==> src/common/gpib_msg_pkg.sv <==
// Package: command codes, field layouts, states and carrier structs
package gpib_msg_pkg;

  // Multiline interface command codes (low seven bits of the data byte)
  localparam logic [6:0] CMD_GTL  = 7'h01;
  localparam logic [6:0] CMD_SDC  = 7'h04;
  localparam logic [6:0] CMD_GET  = 7'h08;
  localparam logic [6:0] CMD_LLO  = 7'h11;
  localparam logic [6:0] CMD_DCL  = 7'h14;
  localparam logic [6:0] CMD_SPE  = 7'h18;
  localparam logic [6:0] CMD_SPD  = 7'h19;
  localparam logic [6:0] CMD_NULL = 7'h00;
  localparam logic [6:0] CMD_UNL  = 7'h3f;
  localparam logic [6:0] CMD_UNT  = 7'h5f;

  // Address field layout within a command byte
  localparam int ADDR_LSB   = 0;
  localparam int ADDR_W     = 5;
  localparam int GROUP_LSB  = 5;
  localparam int GROUP_W    = 2;
  localparam logic [1:0] GROUP_LISTEN = 2'h1;
  localparam logic [1:0] GROUP_TALK   = 2'h2;

  // Reset values
  localparam logic       RST_FLAG   = 1'h0;
  localparam logic [7:0] RST_BYTE   = 8'h00;

  typedef enum logic [1:0] {
    MODE_LOCAL  = 2'b00,
    MODE_REMOTE = 2'b01,
    MODE_LOCKED = 2'b10
  } rl_mode_t;

  // One byte from the bus acceptor
  typedef struct packed {
    logic       valid;
    logic       atn;
    logic       eoi;
    logic [7:0] data;
  } bus_byte_t;

  // Decoded command strobes
  typedef struct packed {
    logic my_listen;
    logic my_talk;
    logic other_talk;
    logic unlisten;
    logic untalk;
    logic dev_clear;
    logic sel_clear;
    logic trigger;
    logic go_local;
    logic lockout;
    logic poll_en;
    logic poll_dis;
  } cmd_dec_t;

  // Action pulses toward the instrument
  typedef struct packed {
    logic clear;
    logic trigger;
    logic data_valid;
    logic data_last;
  } act_t;

endpackage

==> src/rtl/gpib_msg_handler.sv <==
// Interface-message handler: addressing, remote/local, clear, trigger, poll
// Operation
// RULE1: While attention is high every byte is accepted as an interface command.
// RULE2: Device clear clears errors, aborts commands and sends, empties both buffers.
// RULE3: Without attention, a listener marks an end-flagged byte as message end.
// RULE4: Trigger while listening aborts and restarts the measurement.
// RULE5: Go-to-local while listening returns local, lockout kept.
// RULE6: Interface clear drops talker and listener, interface goes idle.
// RULE7: Own listen address makes the device a listener.
// RULE8: Own talk address makes the device a talker.
// RULE9: Lockout while remote disables the front panel local key.
// RULE10: Remote enable low returns local and clears lockout.
// RULE11: A null command changes nothing.
// RULE12: Remote enable high plus listen addressing puts the device in remote.
// RULE13: Selected clear while listening acts exactly like device clear.
// RULE14: In serial poll a talking device sends its status byte.
// RULE15: Unlisten releases the listener state.
// RULE16: Untalk drops the talker state and stops sending.
// RULE17: Another device's talk address drops our talker state.
// RULE18: Own talk address drops our listener state.
// RULE19: Own listen address drops our talker state.
// RULE20: The bus address is configurable and compared with every address byte.
module gpib_msg_handler
  import gpib_msg_pkg::*;
(
  // Clock and reset
  input  wire logic       mclk,
  input  wire logic       rst_n,
  input  wire logic       clk_en,
  // Bus lines, sampled synchronously
  input  wire logic       rx_valid,
  input  wire logic [7:0] rx_data,
  input  wire logic       atn,
  input  wire logic       eoi,
  input  wire logic       ifc,
  input  wire logic       ren,
  // Configuration and sources
  input  wire logic [4:0] bus_addr,
  input  wire logic       local_key,
  input  wire logic [7:0] status_byte,
  input  wire logic [7:0] meas_data,
  // Addressing state
  output logic            listener,
  output logic            talker,
  output logic            remote,
  output logic            lockout,
  output logic            poll_mode,
  output logic            local_key_en,
  // Actions
  output logic            clear_pulse,
  output logic            trigger_pulse,
  output logic            rx_data_valid,
  output logic            rx_data_last,
  output logic [7:0]      rx_data_out,
  output logic [7:0]      talk_data,
  output logic            talk_en
);

  typedef struct packed {
    logic       lacs;
    logic       tacs;
    rl_mode_t   mode;
    logic       llo;
    logic       spms;
    logic       clr;
    logic       trg;
    logic       dv;
    logic       dl;
    logic [7:0] dbyte;
    logic [7:0] tbyte;
    logic       rem;
    logic       ken;
  } state_t;

  state_t     st_ff;
  state_t     nxt_st;
  bus_byte_t  rx;
  cmd_dec_t   dec;
  logic [7:0] mux_byte;

  assign rx = '{valid: rx_valid, atn: atn, eoi: eoi, data: rx_data};

  gpib_cmd_decode u_dec (
    .rx      (rx),
    .my_addr (bus_addr),
    .dec     (dec)
  );

  gpib_talk_mux u_mux (
    // Registered select keeps the mux out of the next-state loop
    .poll_mode   (st_ff.spms),
    .status_byte (status_byte),
    .meas_data   (meas_data),
    .talk_data   (mux_byte)
  );

  always_comb begin
    nxt_st     = st_ff;
    nxt_st.clr = RST_FLAG;
    nxt_st.trg = RST_FLAG;
    nxt_st.dv  = RST_FLAG;
    nxt_st.dl  = RST_FLAG;
    if (ifc) begin
      // Interface clear outranks every byte in the same cycle
      nxt_st.lacs = 1'b0; // RULE6
      nxt_st.tacs = 1'b0; // RULE6
      nxt_st.spms = 1'b0; // RULE6
    end else begin
      if (dec.my_listen) begin
        nxt_st.lacs = 1'b1; // RULE7
        nxt_st.tacs = 1'b0; // RULE19
      end
      if (dec.my_talk) begin
        nxt_st.tacs = 1'b1; // RULE8
        nxt_st.lacs = 1'b0; // RULE18
      end
      if (dec.other_talk)
        nxt_st.tacs = 1'b0; // RULE17
      if (dec.unlisten)
        nxt_st.lacs = 1'b0; // RULE15
      if (dec.untalk)
        nxt_st.tacs = 1'b0; // RULE16
      if (dec.dev_clear || (dec.sel_clear && st_ff.lacs))
        nxt_st.clr = 1'b1; // RULE2 RULE13
      if (dec.trigger && st_ff.lacs)
        nxt_st.trg = 1'b1; // RULE4
      if (dec.poll_en)
        nxt_st.spms = 1'b1; // RULE14
      if (dec.poll_dis)
        nxt_st.spms = 1'b0;
      if (dec.lockout)
        nxt_st.llo = 1'b1; // RULE9
      if (rx_valid && !atn && st_ff.lacs) begin
        nxt_st.dv    = 1'b1;
        nxt_st.dl    = eoi; // RULE3
        nxt_st.dbyte = rx_data;
      end
    end
    // Remote/local: remote enable low overrides everything
    if (!ren) begin
      nxt_st.mode = MODE_LOCAL; // RULE10
      nxt_st.llo  = 1'b0; // RULE10
    end else begin
      if (dec.my_listen && !ifc)
        nxt_st.mode = MODE_REMOTE; // RULE12
      if (dec.go_local && st_ff.lacs && !ifc)
        nxt_st.mode = MODE_LOCAL; // RULE5
      else if (local_key && st_ff.mode == MODE_REMOTE && !st_ff.llo)
        nxt_st.mode = MODE_LOCAL;
      if (nxt_st.mode != MODE_LOCAL && nxt_st.llo)
        nxt_st.mode = MODE_LOCKED; // RULE9
      else if (nxt_st.mode == MODE_LOCKED && !nxt_st.llo)
        nxt_st.mode = MODE_REMOTE;
    end
    nxt_st.tbyte = mux_byte; // RULE14
    // Mode decoded here so remote and key enable leave flip-flops
    nxt_st.rem   = nxt_st.mode != MODE_LOCAL;
    nxt_st.ken   = nxt_st.mode != MODE_LOCKED; // RULE9
  end

  always_ff @(posedge mclk or negedge rst_n) begin
    if (!rst_n) begin
      st_ff <= '{lacs: RST_FLAG, tacs: RST_FLAG, mode: MODE_LOCAL, llo: RST_FLAG,
                 spms: RST_FLAG, clr: RST_FLAG, trg: RST_FLAG, dv: RST_FLAG,
                 dl: RST_FLAG, dbyte: RST_BYTE, tbyte: RST_BYTE, rem: RST_FLAG,
                 ken: !RST_FLAG};
    end else if (clk_en) begin
      st_ff <= nxt_st;
    end
  end

  assign listener      = st_ff.lacs;
  assign talker        = st_ff.tacs;
  assign remote        = st_ff.rem;
  assign lockout       = st_ff.llo;
  assign poll_mode     = st_ff.spms;
  assign local_key_en  = st_ff.ken; // RULE9
  assign clear_pulse   = st_ff.clr; // RULE2
  assign trigger_pulse = st_ff.trg; // RULE4
  assign rx_data_valid = st_ff.dv;
  assign rx_data_last  = st_ff.dl;
  assign rx_data_out   = st_ff.dbyte;
  assign talk_data     = st_ff.tbyte;
  assign talk_en       = st_ff.tacs; // RULE16

  chk_listen_own: assert property (@(posedge mclk) disable iff (!rst_n) // RULE7
    clk_en && !ifc && dec.my_listen |=> listener && !talker)
    else $error("own listen address not taken");

  chk_talk_own: assert property (@(posedge mclk) disable iff (!rst_n) // RULE8
    clk_en && !ifc && dec.my_talk |=> talker && !listener)
    else $error("own talk address not taken");

  chk_ifc_idle: assert property (@(posedge mclk) disable iff (!rst_n) // RULE6
    clk_en && ifc |=> !talker && !listener && !poll_mode)
    else $error("interface clear left addressing");

  chk_other_talk: assert property (@(posedge mclk) disable iff (!rst_n) // RULE17
    clk_en && (dec.other_talk || dec.untalk) |=> !talker && !talk_en)
    else $error("talker kept after other talk or untalk");

  chk_unlisten_drop: assert property (@(posedge mclk) disable iff (!rst_n) // RULE15
    clk_en && dec.unlisten |=> !listener)
    else $error("listener kept after unlisten");

  chk_clear_pulse: assert property (@(posedge mclk) disable iff (!rst_n) // RULE13
    clk_en && !ifc && dec.sel_clear && listener |=> clear_pulse ##1
      (!clear_pulse || !$past(clk_en) || $past(dec.dev_clear) || $past(dec.sel_clear)))
    else $error("selected clear gave no single pulse");

  chk_trig_gate: assert property (@(posedge mclk) disable iff (!rst_n) // RULE4
    clk_en && !ifc && dec.trigger |=> trigger_pulse == $past(listener))
    else $error("trigger not gated by listener");

  chk_ren_local: assert property (@(posedge mclk) disable iff (!rst_n) // RULE10
    clk_en && !ren |=> !remote && !lockout && local_key_en)
    else $error("remote enable low did not return local");

  chk_gtl_keep: assert property (@(posedge mclk) disable iff (!rst_n) // RULE5
    clk_en && ren && !ifc && dec.go_local && listener |=> !remote && lockout == $past(lockout))
    else $error("go to local mishandled");

  chk_eoi_last: assert property (@(posedge mclk) disable iff (!rst_n) // RULE3
    clk_en && !ifc && rx_valid && !atn && listener |=> rx_data_valid && rx_data_last == $past(eoi))
    else $error("end flag not carried");

  chk_null_quiet: assert property (@(posedge mclk) disable iff (!rst_n) // RULE11
    clk_en && !ifc && ren && !local_key && rx_valid && atn && rx_data[6:0] == CMD_NULL
    |=> $stable(listener) && $stable(talker) && $stable(remote) && $stable(lockout)
      && $stable(poll_mode) && !clear_pulse && !trigger_pulse && !rx_data_valid)
    else $error("null command changed state");

  chk_dcl_pulse: assert property (@(posedge mclk) disable iff (!rst_n) // RULE2
    clk_en && !ifc && dec.dev_clear
    |=> clear_pulse)
    else $error("device clear gave no pulse");

  chk_clear_cause: assert property (@(posedge mclk) disable iff (!rst_n) // RULE2
    clk_en && (ifc || !(dec.dev_clear || (dec.sel_clear && listener)))
    |=> !clear_pulse)
    else $error("clear pulse without a clear command");

  chk_sdc_refused: assert property (@(posedge mclk) disable iff (!rst_n) // RULE13
    clk_en && dec.sel_clear && !listener
    |=> !clear_pulse)
    else $error("selected clear taken while unaddressed");

  chk_trig_cause: assert property (@(posedge mclk) disable iff (!rst_n) // RULE4
    clk_en && (ifc || !(dec.trigger && listener))
    |=> !trigger_pulse)
    else $error("trigger pulse without a trigger");

  chk_lockout_set: assert property (@(posedge mclk) disable iff (!rst_n) // RULE9
    clk_en && !ifc && ren && dec.lockout
    |=> lockout)
    else $error("lockout not taken");

  chk_lockout_cause: assert property (@(posedge mclk) disable iff (!rst_n) // RULE9
    clk_en && !lockout && (ifc || !ren || !dec.lockout)
    |=> !lockout)
    else $error("lockout set without command");

  chk_key_disable: assert property (@(posedge mclk) disable iff (!rst_n) // RULE9
    local_key_en == !(remote && lockout))
    else $error("panel key enable wrong");

  chk_key_blocked: assert property (@(posedge mclk) disable iff (!rst_n) // RULE9
    clk_en && ren && remote && lockout && !(dec.go_local && listener && !ifc)
    |=> remote && lockout)
    else $error("locked out device left remote");

  chk_key_local: assert property (@(posedge mclk) disable iff (!rst_n) // RULE9
    clk_en && ren && local_key && remote && !lockout
    |=> !remote)
    else $error("panel key ignored while not locked");

  chk_ren_remote: assert property (@(posedge mclk) disable iff (!rst_n) // RULE12
    clk_en && !ifc && ren && dec.my_listen && !local_key
    |=> remote)
    else $error("listen address did not enter remote");

  chk_remote_cause: assert property (@(posedge mclk) disable iff (!rst_n) // RULE12
    clk_en && !remote && (ifc || !ren || !dec.my_listen)
    |=> !remote)
    else $error("remote entered without listen address");

  chk_poll_enter: assert property (@(posedge mclk) disable iff (!rst_n) // RULE14
    clk_en && !ifc && dec.poll_en
    |=> poll_mode)
    else $error("serial poll not entered");

  chk_poll_leave: assert property (@(posedge mclk) disable iff (!rst_n) // RULE14
    clk_en && (ifc || dec.poll_dis)
    |=> !poll_mode)
    else $error("serial poll not left");

  chk_poll_byte: assert property (@(posedge mclk) disable iff (!rst_n) // RULE14
    clk_en
    |=> talk_data == ($past(poll_mode) ? $past(status_byte) : $past(meas_data)))
    else $error("wrong talk source");

  chk_listen_cause: assert property (@(posedge mclk) disable iff (!rst_n) // RULE7
    clk_en && !listener && (ifc || !dec.my_listen)
    |=> !listener)
    else $error("listener without own listen address");

  chk_talk_cause: assert property (@(posedge mclk) disable iff (!rst_n) // RULE8
    clk_en && !talker && (ifc || !dec.my_talk)
    |=> !talker)
    else $error("talker without own talk address");

  chk_data_refused: assert property (@(posedge mclk) disable iff (!rst_n) // RULE3
    clk_en && (ifc || atn || !rx_valid || !listener)
    |=> !rx_data_valid && !rx_data_last)
    else $error("data byte taken while refused");

  chk_data_byte: assert property (@(posedge mclk) disable iff (!rst_n) // RULE3
    clk_en && !ifc && rx_valid && !atn && listener
    |=> rx_data_out == $past(rx_data))
    else $error("data byte not passed on");

  chk_cmd_not_data: assert property (@(posedge mclk) disable iff (!rst_n) // RULE1
    clk_en && rx_valid && atn
    |=> !rx_data_valid)
    else $error("command byte passed as data");

  chk_ifc_quiet: assert property (@(posedge mclk) disable iff (!rst_n) // RULE6
    clk_en && ifc
    |=> !clear_pulse && !trigger_pulse && !rx_data_valid)
    else $error("activity during interface clear");

  chk_other_listen: assert property (@(posedge mclk) disable iff (!rst_n) // RULE17
    clk_en && !ifc && dec.other_talk
    |=> $stable(listener))
    else $error("other talk address moved listener");

  chk_unlisten_talk: assert property (@(posedge mclk) disable iff (!rst_n) // RULE15
    clk_en && !ifc && dec.unlisten
    |=> $stable(talker))
    else $error("unlisten moved talker");

  chk_untalk_listen: assert property (@(posedge mclk) disable iff (!rst_n) // RULE16
    clk_en && !ifc && dec.untalk
    |=> $stable(listener))
    else $error("untalk moved listener");

  chk_gtl_refused: assert property (@(posedge mclk) disable iff (!rst_n) // RULE5
    clk_en && !ifc && ren && !local_key && dec.go_local && !listener
    |=> $stable(remote))
    else $error("go to local taken while unaddressed");

endmodule

==> src/rtl/gpib_cmd_decode.sv <==
// Decoder: turns an attention byte into command strobes
module gpib_cmd_decode
  import gpib_msg_pkg::*;
(
  // Byte in
  input  wire bus_byte_t        rx,
  input  wire logic [4:0]       my_addr,
  // Strobes out
  output cmd_dec_t              dec
);

  logic [1:0] grp;
  logic [4:0] fld;
  logic       cmd;

  always_comb begin
    grp = rx.data[GROUP_LSB +: GROUP_W];
    fld = rx.data[ADDR_LSB +: ADDR_W];
    cmd = rx.valid & rx.atn; // RULE1
    dec = '0; // RULE11
    // Address 31 codes are unlisten/untalk, never an address
    dec.unlisten   = cmd && rx.data[6:0] == CMD_UNL; // RULE15
    dec.untalk     = cmd && rx.data[6:0] == CMD_UNT; // RULE16
    dec.my_listen  = cmd && grp == GROUP_LISTEN && fld != 5'h1f && fld == my_addr; // RULE20
    dec.my_talk    = cmd && grp == GROUP_TALK && fld != 5'h1f && fld == my_addr; // RULE20
    dec.other_talk = cmd && grp == GROUP_TALK && fld != 5'h1f && fld != my_addr; // RULE17
    dec.dev_clear  = cmd && rx.data[6:0] == CMD_DCL;
    dec.sel_clear  = cmd && rx.data[6:0] == CMD_SDC;
    dec.trigger    = cmd && rx.data[6:0] == CMD_GET;
    dec.go_local   = cmd && rx.data[6:0] == CMD_GTL;
    dec.lockout    = cmd && rx.data[6:0] == CMD_LLO;
    dec.poll_en    = cmd && rx.data[6:0] == CMD_SPE;
    dec.poll_dis   = cmd && rx.data[6:0] == CMD_SPD;
    // A null byte matches nothing above and so leaves all strobes low
  end

endmodule

==> src/rtl/gpib_talk_mux.sv <==
// Talk source select: status byte during serial poll, else measurement data
module gpib_talk_mux
  import gpib_msg_pkg::*;
(
  // Select
  input  wire logic       poll_mode,
  // Sources
  input  wire logic [7:0] status_byte,
  input  wire logic [7:0] meas_data,
  // Chosen byte
  output logic [7:0]      talk_data
);

  always_comb begin
    talk_data = poll_mode ? status_byte : meas_data; // RULE14
  end

endmodule

==> config.mk <==
export PLATFORM = sky130hd
export DESIGN_NAME = gpib_msg_handler
export DESIGN_NICKNAME = d
export VERILOG_FILES = /design/src/common/gpib_msg_pkg.sv /design/src/rtl/gpib_msg_handler.sv /design/src/rtl/gpib_cmd_decode.sv /design/src/rtl/gpib_talk_mux.sv
export SDC_FILE = /design/constraint.sdc
export NUM_CORES = 1
export LEC_CHECK = 0
export ABC_AREA = 1
export BUFFER_PORTS_ARGS = -buffer_cell sky130_fd_sc_hd__buf_2
export CAP_MARGIN = 5
export CORE_MARGIN = 2
export CORE_UTILIZATION = 47
export DETAILED_ROUTE_END_ITERATION = 12
export GPL_ROUTABILITY_DRIVEN = 1
export PLACE_DENSITY = 0.75
export SLEW_MARGIN = 30
export SYNTH_ARGS = -nofsm -noshare
export SYNTH_HDL_FRONTEND = slang
export SYNTH_SLANG_ARGS = --single-unit
==> constraint.sdc <==
create_clock -name mclk -period 1.6 [get_ports mclk]
set_clock_uncertainty 0.1 [all_clocks]
set_input_delay 0.08 -clock mclk [delete_from_list [all_inputs] [get_ports mclk]]
set_output_delay 0.08 -clock mclk [all_outputs]
set_load 0.01 [all_outputs]
# Word-level counts from Yosys, hierarchy flattened
# Index checks and enable logic that the tools add are counted.
# word_totals
output_inout_bits,27
word_cells,97
reg_bits,28
# classes
n_bitwise,2
n_reduce_logical,41
eq_ne,17
n_mux,24
# ops
op,n
"== test 7 x 5 -> 1 bit, second input constant",4
logical AND 1 bit,27
2-to-1 mux 2 bit,10
2-to-1 mux 12 bit,1
2-to-1 mux 1 bit,11
2-to-1 mux 10 bit,1
2-to-1 mux 8 bit,1
"== test 7 x 1 -> 1 bit, second input constant",1
"== test 7 x 3 -> 1 bit, second input constant",1
"== test 7 x 4 -> 1 bit, second input constant",1
"== test 7 x 6 -> 1 bit, second input constant",1
"== test 7 bit, second input constant",1
AND reduction 2 bit,3
== test 5 bit,1
!= test 5 bit,1
"!= test 5 bit, second input constant",1
nonzero test 5 bit,1
"== test 2 x 1 -> 1 bit, second input constant",2
"== test 2 bit, second input constant",2
logical NOT 1 bit,4
nonzero test 2 bit,2
nonzero test 4 bit,1
AND reduction 3 bit,1
nonzero test 3 bit,1
4 further kinds,4

# Logic depth before layout (Yosys ltp)
# Gate-level depths: netlist of the first run.
# logic_depth
word_depth,15
ltp_mapped,12
depth_no_buf,12

# Cells and area by module
# Synthesis of the first run repeated with hierarchy kept, for this count alone.
# unflattened
hier_cells,244
area_unflattened_um2,1741.7
# modules_own_cells
module,instances,seq_area_each_um2,area_per_inst_um2,cells_per_inst
gpib_msg_handler,1,701.9,1363.8,156
gpib_cmd_decode,1,0.0,272.8,62
gpib_talk_mux,1,0.0,105.1,26

# Worst setup path before layout of the first run
# OpenSTA, ideal clock, no wires.
# synth_path
kind,flip-flop to flip-flop
start,"register st_ff, in the netlist lockout"
end,"register st_ff, in the netlist remote"
stages_incl_launch_ff,6
required_ns,1.379
path_slack_ns,0.353
synth_period_minus_slack_ns,1.247
arrival_time_ns,1.026
path_buffers,0
cell_sequence,dfrtp_1 > nor4_1 > a21oi_1 > nand2_1 > nand2_2 > a22o_1
# synth_via
elab_chain_cells,11
elab_cells_between_ends,16
classes_between,eq/ne (1); mux (8); reduce/logical (7)
# synth_rtl
item,line,rtl
from (decl),gpib_msg_handler.sv:75,state_t st_ff;
from (signal assigned),gpib_msg_handler.sv:163,"st_ff <= '{lacs: RST_FLAG, tacs: RST_FLAG, mode: MODE_LOCAL, llo: RST_FLAG,"
from (signal assigned),gpib_msg_handler.sv:168,st_ff <= nxt_st;
logical NOT 1 bit,gpib_msg_handler.sv:148,else if (local_key && st_ff.mode == MODE_REMOTE && !st_ff.llo)
logical AND 1 bit,gpib_msg_handler.sv:148,
2-to-1 mux 2 bit,gpib_msg_handler.sv:148,
2-to-1 mux 2 bit,gpib_msg_handler.sv:146,if (dec.go_local && st_ff.lacs && !ifc)
2-to-1 mux 2 bit,gpib_msg_handler.sv:140,if (!ren) begin
== test 2 bit,gpib_msg_handler.sv:152,else if (nxt_st.mode == MODE_LOCKED && !nxt_st.llo)
logical AND 1 bit,gpib_msg_handler.sv:152,
2-to-1 mux 2 bit,gpib_msg_handler.sv:152,
2-to-1 mux 2 bit (*),gpib_msg_handler.sv:150,if (nxt_st.mode != MODE_LOCAL && nxt_st.llo)
2-to-1 mux 2 bit (*),gpib_msg_handler.sv:140,
nonzero test 2 bit (*),gpib_msg_handler.sv:157,nxt_st.rem = nxt_st.mode != MODE_LOCAL;
# Mark *: on every way between the ends. The rest lies on a longest branch, timed or not. The select of a mux whose other input is x is not followed.
# A chain may end at the register's enable or synchronous reset.

# Worst setup path after layout of the first run
# layout_path
start,input port rx_data[0]
end,"register st_ff, in the netlist remote"
# layout_via
elab_chain_cells,14
elab_cells_between_ends,26
classes_between,eq/ne (5); mux (9); reduce/logical (12)
# layout_rtl
item,line,rtl
from (decl),gpib_msg_handler.sv:32,"input wire logic [7:0] rx_data,"
!= test 5 bit,gpib_cmd_decode.sv:24,dec.my_listen = cmd && grp == GROUP_LISTEN && fld != 5'h1f && fld == my_addr;
logical AND 1 bit (2 in a row),gpib_cmd_decode.sv:24,
logical AND 1 bit,gpib_msg_handler.sv:144,if (dec.my_listen && !ifc)
2-to-1 mux 2 bit,gpib_msg_handler.sv:144,
2-to-1 mux 2 bit,gpib_msg_handler.sv:148,
2-to-1 mux 2 bit,gpib_msg_handler.sv:146,
2-to-1 mux 2 bit,gpib_msg_handler.sv:140,
== test 2 bit,gpib_msg_handler.sv:152,
logical AND 1 bit,gpib_msg_handler.sv:152,
2-to-1 mux 2 bit,gpib_msg_handler.sv:152,
2-to-1 mux 2 bit (*),gpib_msg_handler.sv:150,
2-to-1 mux 2 bit (*),gpib_msg_handler.sv:140,
nonzero test 2 bit (*),gpib_msg_handler.sv:157,
# Marked as above.

==> run_results.csv, run 1 <==
group,metric,value,unit
place,port_buffers,64,
clock_tree,htree_num_levels,1,
clock_tree,cts-root-buf,"clkbuf_4",
worst_setup_path,worst-setup-path-type,"in2reg",
worst_setup_path,cp-startpoint,"rx_data[0]",
synth,yosys_warnings,0,
synth,synth.top_cell.area_share,0.4323,
cells_and_area,layout_common_cells,"buf_2 (60), nand2_1 (45), o21ai_0 (27), dfrtp_1 (27), dlygate4sd3_1 (25)",
worst_setup_path,end_kind,"flip-flop",
worst_setup_path,critPathArrivalTime,1.65,ns
clock_tree,cts.sinks,28,
pwr,power.total,1.531,mW
synth,ys_seq_area_frac,0.4492,
worst_setup_path,reg2reg_from,"st_ff[25]$_DFFE_PN0P_",
grt,antenna_found_initial,0,
worst_setup_path,required,1.75,ns
timing,final_max_slew_viol_count,0,
place,place_inst,291,
worst_setup_path,timing.rr.end,"remote$_DFFE_PN0P_",
cells_and_area,final_layout_size_suffix_gt1_frac,0.3225,
die,die_x,61.66,um
worst_setup_path,rr_worst_depth,5,
place,gp_congestion,0.8416,
pwr,p_per_area,704.6,nW/um^2
clock_tree,cts_tree,"built",
synth,synth_area_leaders,"dfrtp_1 (43%), nand2_1 (11%), o21ai_0 (8.6%)",
timing,fmax,663.4,MHz
worst_setup_path,cp-start-kind,"input port",
route,firstDrtPassIters,4,
route,ant_nets,0,
timing,worst_slew_pin_slew,0.6371,ns
synth,avgSynthCellArea,7.814,sq um
grt,grt.total_usage,0.2498,
synth,ys_ff_latch,28,
place,hpwlAfterDp,2.781,mm
cells_and_area,final_nets,315,
synth,synth_area_leader_cell,"dfrtp_1",
timing,setup_violations,0,
timing,final.setup.tns,0,ns
route,dr_total_vias,1622,
timing,hold_viol,0,
route,drt_wl_total,4.294,mm
die,rows,20,
cells_and_area,final_common_cell,"buf_2",
route,drtIter0Drc,90,
route,routedWlPerCell,13.42,um
die,die_h,61.66,um
cells_and_area,antennaDiodeCount,0,
flow_run,maxCapViolations,0,
worst_hold_path,min_path_type,"in2reg",
die,ios,65,
pwr,power_leakage,1.144,nW
grt,grt_overflow_total,0,
synth,syn_inst,200,
synth,synth.distinct_cells,29,
grt,grt_pass1_vias,1549,
die,core,3103,sq um
worst_setup_path,cp_max_fo,4,
clock_tree,clkTransAtPathRegs,0.16,ns
cells_and_area,final_cells,320,
die,fp.dieArea,3802,sq um
clock_tree,clk_latency,0.34,ns
synth,syn-cell-area,1563,sq um
worst_setup_path,crit_path_end,"remote$_DFFE_PN0P_",
timing,worst_slew_margin_rel,0.5753,
synth,synth_fp_nets,238,
cells_and_area,area_growth,39.07,%
timing,min_period_over_period,0.9422,
pwr,irDropWorstVdd,0.4382,mV
die,start_util,0.5036,
clock_tree,numCtsBuffers,3,
grt,grt_pass1_wl,6.886,mm
grt,grt_max_degree,29,
worst_setup_path,r2r_setup_slack,0.23,ns
route,drc,0,
status,status,"finished, final reports clean",
clock_tree,cts_buffer_depth,2,
timing,min_period,1.507,ns
route,viasPerCell,5.069,
## worst min-delay path by stage
stage | start | to | slack [ns] | cells past startpoint
after CTS | ifc | clear_pulse$_DFFE_PN0P_ | 0.005 | 4
after floorplan | rst_n | clear_pulse$_DFFE_PN0P_ | -0.32 | 0
after global placement | rst_n | st_ff[24]$_DFFE_PN0P_ | 0.03 | 1
after detailed placement | rst_n | talk_data[3]$_DFFE_PN0P_ | 0.03 | 1
after global routing | ifc | trigger_pulse$_DFFE_PN0P_ | 0.03 | 4
final | ifc | clear_pulse$_DFFE_PN0P_ | 0.005 | 4
## metal layers
metal  share of wire  vias up  global-route usage
met2            0.52       57              0.4211
met3           0.045       12             0.03361
met4           0.027        0              0.1125
li1                -      786                   -
met1            0.41      767              0.3187
met5               0        -                   0
## area by class of cell
class	count	area, sq um
sequential	28	701.9
multi-input combinational	128	650.6
inverter	22	85.08
fill	271	929.6
timing repair buffer	94	628.1
clock buffer	3	22.52
clock inverter	1	30.03
tap	44	55.05
## worst max-delay path: stages
cell and delay, ns:
dlygate4sd3_1 0.53, buf_4 0.14, inv_1 0.05, nor2_1 0.12
nand3_1 0.12, nor2_2 0.16, nand2_1 0.09, nand3_1 0.10
nand2_2 0.07, a22o_1 0.19
## per-stage QoR
step | util | setup WS [ns] | hold slack (ns) | instance area, sq um
after floorplan | - | 0.3527 | -0.3156 | 1563
after detailed placement | 0.5891 | 0.2293 | 0.03480 | 1828
final | 0.7004 | 0.09256 | 0.004984 | 2173
after CTS | 0.6931 | 0.08253 | 0.005301 | 2151
after global placement | 0.5891 | 0.3082 | 0.02518 | 1828
after global routing | 0.7004 | -0.03013 | 0.02585 | 2173
## logic make-up after synthesis
| family | Yosys count | share of synthesized area |
|---|---|---|
| AO/OA/AOI/OAI | 38 | 0.1321 |
| XOR/XNOR | 3 | 0.01682 |
| buffers and inverters | 44 | 0.1473 |
| flip-flops | 28 | 0.4492 |
| multiplexers | 1 | 0.007205 |
| AND/OR/NAND/NOR | 86 | 0.2474 |
## cell usage after synthesis
master / number
a21o_1: 1
clkinv_1: 1
a21oi_1: 4
dfrtp_1: 27
a31oi_1: 1
nor2_2: 4
nand3_1: 7
mux2_2: 1
o21ai_0: 27
o41ai_1: 1
buf_2: 1
nor4_2: 1
or2_2: 1
nor2_1: 16
clkbuf_1: 4
buf_4: 17
nor3_1: 3
nand3_2: 2
nand2_2: 1
inv_2: 3
dfstp_2: 1
inv_1: 18
o31ai_1: 2
xnor2_1: 3
o21ai_1: 1
nand4_1: 5
nand2_1: 45
nor4_1: 1
a22o_1: 1
## repair_timing
| item | in CTS | in global routing |
|---|---|---|
| endpoints found under the setup margin | 0 | 4 |
| endpoints found under the hold margin | 48 | 0 |
| resized for setup | 0 | 9 |
| hold buffers | 27 | 0 |
| buffers inserted | 0 | 1 |
## report_power, final
| part | total (mW) | switching, mW | internal, mW |
|---|---|---|---|
| logic | 0.297 | 0.152 | 0.145 |
| registers | 0.761 | 0.0184 | 0.743 |
| clock network | 0.473 | 0.219 | 0.254 |
| total | 1.53 | 0.390 | 1.14 |
(Power assumes the default switching activity.)
==> run 2, diff against run 1 <==
Clock period 1.6 ns to 1.5 ns, I/O delays scaled along.
==> run 2 against run 1 <==
Effect of this change:
- highest routed layer unchanged
- via count is 3.1% lower
- critical path depth down 1
- first-iteration DRC count increased by 28%
- total power down 5.9%
- largest cell class unchanged
- sequential power is 6.6% higher
- worst hold slack got worse by 0.0098 ns
- the run now ends with negative hold slack left
- core utilization shrank 1.7 points
- register-to-register slack got worse by 0.06 ns
==> run_results.csv, run 2 (synthesized netlist as in run 1, its figures left out) <==
group,metric,value,unit
status,status,"finished, violations left",
status,violations,"negative hold slack",
cells_and_area,final_nets,312,
timing,min_period_over_period,0.9648,
place,placed_cell_area,1828,sq um
cells_and_area,final_layout_size_suffix_gt1_frac,0.3260,
timing,fmax,691.0,MHz
die,start_util,0.5036,
pwr,seqPwrFrac,0.563,
grt,gr-usage-met1,0.2721,
pwr,switching_share,0.2745,
route,drt_wl_total,4.111,mm
die,die_x,61.66,um
cells_and_area,antennaDiodeCount,0,
pwr,internal-power,1.045,mW
timing,min_period,1.447,ns
clock_tree,cts_tree,"built",
die,ios,65,
route,firstDrtPassIters,5,
grt,antenna_found_initial,0,
timing,hold_viol,1,
route,routedWlPerCell,12.97,um
die,die_h,61.66,um
worst_setup_path,cp_max_fo,4,
die,fp.dieArea,3802,sq um
pwr,irDropWorstVdd,0.2913,mV
place,detailedPlace.worstSlack,0.1896,ns
route,drc,0,
clock_tree,numCtsBuffers,3,
pwr,comb_power_share,0.213,
clock_tree,clk_latency,0.33,ns
grt,grt_overflow_total,0,
route,dr_total_vias,1571,
clock_tree,cts-root-buf,"clkbuf_4",
worst_setup_path,required,1.63,ns
grt,grt_pass1_wl,6.237,mm
pwr,clkPwrFrac,0.224,
grt,use_met2,0.3910,
route,drtIter0Drc,115,
worst_setup_path,worst-setup-path-type,"in2reg",
place,gp_congestion,0.8482,
clock_tree,cts_buffer_depth,2,
flow_run,maxCapViolations,0,
cells_and_area,design_area,2120,sq um
timing,holdWs,-0.004860,ns
grt,grt.total_usage,0.2227,
worst_setup_path,cp-start-kind,"input port",
timing,setup_violations,0,
die,rows,20,
worst_setup_path,r2r_setup_slack,0.17,ns
grt,grt_max_degree,29,
worst_hold_path,min_path_type,"in2reg",
pwr,power.total,1.441,mW
timing,grt_setup_unrepaired,"true",
clock_tree,htree_num_levels,1,
timing,worst_slack,0.05273,ns
clock_tree,cts.sinks,28,
timing,final_max_slew_viol_count,0,
place,port_buffers,64,
place,hpwlAfterDp,2.754,mm
pwr,power_leakage,1.129,nW
timing,final.setup.tns,0,ns
die,core,3103,sq um
pwr,power.switching,0.3955,mW
route,ant_nets,0,
clock_tree,clkTransAtPathRegs,0.14,ns
worst_setup_path,critPathArrivalTime,1.58,ns
clock_tree,cts_setup_buffers,0,
cells_and_area,final_common_cell,"buf_2",
route,viasPerCell,4.956,
pwr,p_per_area,679.8,nW/um^2
timing,worst_slew_margin_rel,0.5867,
timing,worst_slew_pin_slew,0.6199,ns
grt,use_met3,0.03571,
grt,grt.busiest_layer,"met2",
cells_and_area,layout_common_cells,"buf_2 (61), nand2_1 (45), o21ai_0 (27), dfrtp_1 (27), dlygate4sd3_1 (22)",
worst_setup_path,end_kind,"flip-flop",
grt,grt_pass1_vias,1410,
cells_and_area,area_growth,35.63,%
## run 2: cell count changes in the layout (fill, tap and decap cells not counted), sizes merged
cell and change:
clkbuf +1, buf -1, dlymetal6s4s +1, bufinv -1, dlygate4sd3 -3
## run 2: power by group through the flow
stage,Sequential (mW),Clock (mW),Combinational [mW]
after global routing,0.817,0.358,0.342
after CTS,0.811,0.325,0.299
after global placement,0.824,0,0.246
after floorplan,0.824,0,0.164
final,0.811,0.322,0.308
after detailed placement,0.826,0,0.249
## run 2: per-stage QoR
step	std cells	util
after floorplan	200	-
after global placement	291	0.5891
after detailed placement	291	0.5891
after CTS	320	0.6782
after global routing	317	0.6831
final	317	0.6831
## run 2: critical path, stage by stage
cell and delay (ns):
dlygate4sd3_1 0.56, buf_2 0.15, inv_2 0.08, nand3_1 0.11, nor2_2 0.15, nand2_1 0.09
nand3_1 0.10, nand2_2 0.08, a22o_1 0.18
## run 2: layout make-up
class	count	area [sq um]
clock buffers	4	26.28
fillers	277	983.4
inverters	22	82.58
multi-input cells	128	653.1
flip-flops and latches	28	701.9
well taps	44	55.05
repair buffers	91	600.6
## run 2: per-layer routing
metal  part of all wire  vias to the layer above  wire (um)
met1               0.41                      711       1688
li1                   -                      783          -
met5                  0                        -          0
met2               0.52                       67       2133
met4              0.018                        0         74
met3              0.052                       10        215
## run 2: final timing paths
kind	to	cells past startpoint	startpoint
worst max-delay path	remote$_DFFE_PN0P_	9	rx_data[6]
worst min-delay path	talk_data[3]$_DFFE_PN0P_	3	meas_data[3]
worst min register to register	talk_data[4]$_DFFE_PN0P_	2	talk_data[4]$_DFFE_PN0P_
max in group asynchronous	talk_data[7]$_DFFE_PN0P_	2	rst_n
worst max register to register	remote$_DFFE_PN0P_	6	listener$_DFFE_PN0P_
min in group asynchronous	listener$_DFFE_PN0P_	2	rst_n
## run 2: what timing repair did
item,CTS,global route
gates resized for setup,0,9
endpoints found under the setup margin,0,7
endpoints found under the hold margin,47,0
hold buffers,25,0
==> run 3, diff against run 2 <==
Settings changed: ABC_AREA 1 to not set, CORE_UTILIZATION 47 to 48.
==> run 3 against run 2 <==
Effect of this change:
- the flow finishes with violations (negative setup slack)
- synthesized cell count decreased by 24%
- area after synthesis increased by 3.5%
- sequential power decreased by 3.0%
- sequential share of layout area decreased by 2.2 points
- non-clock buffer count increased by 11
- worst setup slack got worse by 0.16 ns
- core utilization increased by 0.84 points
- critical path depth decreased by 4
- count of clock-buffer cells in the layout decreased by 1
- critical endpoint is now st_ff[25]$_DFFE_PN0P_
- largest power group unchanged
==> run_results.csv, run 3 <==
group,metric,value,unit
pwr,internal-power,1.193,mW
worst_setup_path,cp-start-kind,"flip-flop",
synth,synth_fp_nets,191,
status,violations,"negative setup slack",
clock_tree,cts_tree,"built",
die,die_x,62.06,um
timing,min_period,1.608,ns
route,viasPerCell,5.167,
timing,final.setup.tns,-0.3163,ns
route,firstDrtPassIters,4,
pwr,seqPwrFrac,0.502,
synth,synthArstFlopShare,1.000,
pwr,comb_power_share,0.184,
synth,ys_seq_area_frac,0.4339,
cells_and_area,area_growth,40.37,%
worst_setup_path,worst-setup-path-type,"reg2reg",
timing,min_period_over_period,1.072,
synth,synth.top_cell.area_share,0.4176,
cells_and_area,layout_common_cells,"buf_2 (64), dlygate4sd3_1 (29), dfrtp_1 (26), nor2_1 (11), a21oi_1 (11)",
worst_setup_path,end_kind,"flip-flop",
synth,synth.distinct_cells,40,
cells_and_area,design_area,2271,sq um
pwr,irDropWorstVdd,0.5027,mV
clock_tree,numCtsBuffers,3,
place,place_inst,247,
flow_run,maxCapViolations,0,
place,port_buffers,64,
cells_and_area,final_cells,281,
synth,synth-edff-count,0,
timing,holdWs,0.03433,ns
cells_and_area,final_layout_size_suffix_gt1_frac,0.4213,
place,placed_cell_area,1902,sq um
cells_and_area,antennaDiodeCount,0,
pwr,clkPwrFrac,0.313,
pwr,p_per_area,690.1,nW/um^2
grt,grt_pass1_wl,5.892,mm
synth,avgSynthCellArea,10.57,sq um
worst_setup_path,cp-startpoint,"listener$_DFFE_PN0P_",
worst_setup_path,rr_worst_depth,5,
synth,yosysMostFrequentCell,"dfrtp_1",
worst_setup_path,cp_max_fo,2,
synth,syn_inst,153,
worst_setup_path,r2r_setup_slack,-0.11,ns
die,fp.dieArea,3851,sq um
die,core,3284,sq um
synth,synth_area_leaders,"dfrtp_1 (42%), buf_4 (8.4%), mux2_2 (5.6%)",
synth,yosys_warnings,0,
worst_setup_path,crit_path_end,"st_ff[25]$_DFFE_PN0P_",
route,dr_total_vias,1452,
worst_hold_path,min_path_type,"in2reg",
synth,synth_area_leader_cell,"dfrtp_1",
grt,grt_pass1_vias,1415,
grt,grt_max_degree,29,
clock_tree,clkTransAtPathRegs,0.16,ns
place,gp_congestion,0.8588,
die,start_util,0.4926,
grt,grt_overflow_total,0,
timing,final_max_slew_viol_count,0,
clock_tree,htree_num_levels,1,
timing,worst_slack,-0.1077,ns
timing,grt_setup_unrepaired,"true",
clock_tree,cts-root-buf,"clkbuf_4",
cells_and_area,final_common_cell,"buf_2",
timing,fmax,622.0,MHz
status,status,"finished, violations left",
route,drtIter0Drc,44,
synth,ys_ff_latch,28,
worst_hold_path,whs_path_depth,4,
route,drc,0,
pwr,power.switching,0.3746,mW
synth,synth-main-ff-cell,"dfrtp_1",
route,ant_nets,0,
clock_tree,clk_latency,0.33,ns
die,ios,65,
worst_setup_path,critPathArrivalTime,1.77,ns
route,routedWlPerCell,14.03,um
timing,worst_slew_pin_slew,0.6066,ns
die,rows,21,
cells_and_area,final_nets,274,
worst_setup_path,timing.rr.end,"st_ff[25]$_DFFE_PN0P_",
worst_setup_path,reg2reg_from,"listener$_DFFE_PN0P_",
die,die_h,62.06,um
grt,antenna_found_initial,0,
timing,worst_slew_margin_rel,0.5956,
pwr,power_leakage,1.106,nW
worst_setup_path,required,1.67,ns
grt,grt.total_usage,0.2060,
clock_tree,cts_buffer_depth,2,
route,drt_wl_total,3.943,mm
synth,syn-cell-area,1618,sq um
synth,synth_commonest_cells,"dfrtp_1 (27), buf_4 (18), a21oi_1 (12)",
place,hpwlAfterDp,2.740,mm
clock_tree,cts.sinks,28,
timing,hold_viol,0,
timing,setup_violations,4,
pwr,switching_share,0.2390,
[run 3: layer usage]
metal	vias to the layer above	wire, um	track usage
met5	-	0	0
met4	0	31	0.05471
met3	4	186	0.02070
met2	53	2017	0.3750
met1	688	1707	0.2585
li1	707	-	-
[run 3: cell families (layout without fill, tap and decap cells)]
family	Yosys count	in the layout	share of synthesized area
buffers and inverters	28	110	0.1083
xor gates and xnor gates	5	5	0.02707
AOI/OAI and AO/OA	32	32	0.1446
DFF	28	28	0.4339
muxes	16	16	0.1052
and+or+nand+nor	44	44	0.1810
[run 3: worst max-delay path, stage by stage (launching register included)]
cell and delay, ns:
dfrtp_2 0.43, nor3b_2 0.15, nand4b_2 0.09, or3b_4 0.38, o22a_1 0.23, o221ai_2 0.16
[run 3: power by group through the flow]
stage | sequential [mW] | combinational [mW] | clock (mW)
4_1_cts | 0.787 | 0.284 | 0.504
5_1_grt | 0.789 | 0.319 | 0.526
3_3_place_gp | 0.800 | 0.220 | 0
2_1_floorplan | 0.800 | 0.136 | 0
6_report | 0.787 | 0.289 | 0.491
3_5_place_dp | 0.801 | 0.228 | 0
[run 3: repair_timing]
item                                    4_1_cts  5_1_grt
hold endpoints to repair                     45        1
gates resized for setup                       2        3
setup buffers                                 1        0
hold buffers                                 28        1
endpoints found under the setup margin       12       13
[run 3: per-stage QoR]
step                        util  total power, mW  setup slack [ns]
after CTS                 0.6846            1.575           -0.1066
after detailed placement  0.5790            1.029          -0.07497
after global routing      0.6914            1.634           -0.1486
final                     0.6914            1.567           -0.1077
after floorplan                -           0.9362          -0.07691
after global placement    0.5790            1.020          -0.02469
[run 3: cell type report]
type / instances / area [sq um]
sequential: 28 / 703.2
fill: 265 / 1013
timing repair buffer: 102 / 681.9
multi-input combinational: 97 / 760.7
clock inverter: 1 / 30.03
tap: 46 / 57.56
inverter: 4 / 15.01
clock buffer: 3 / 22.52
[run 3: worst min path at each step]
stage	slack, ns	startpoint	end
floorplan	-0.32	rst_n	clear_pulse$_DFFE_PN0P_
global placement	0.02	rst_n	remote$_DFFE_PN0P_
detailed placement	0.02	rst_n	remote$_DFFE_PN0P_
CTS	0.005	rx_data[3]	rx_data_out[3]$_DFFE_PN0P_
global route	0.06	rx_data[3]	clear_pulse$_DFFE_PN0P_
finish	0.03	rx_data[0]	clear_pulse$_DFFE_PN0P_
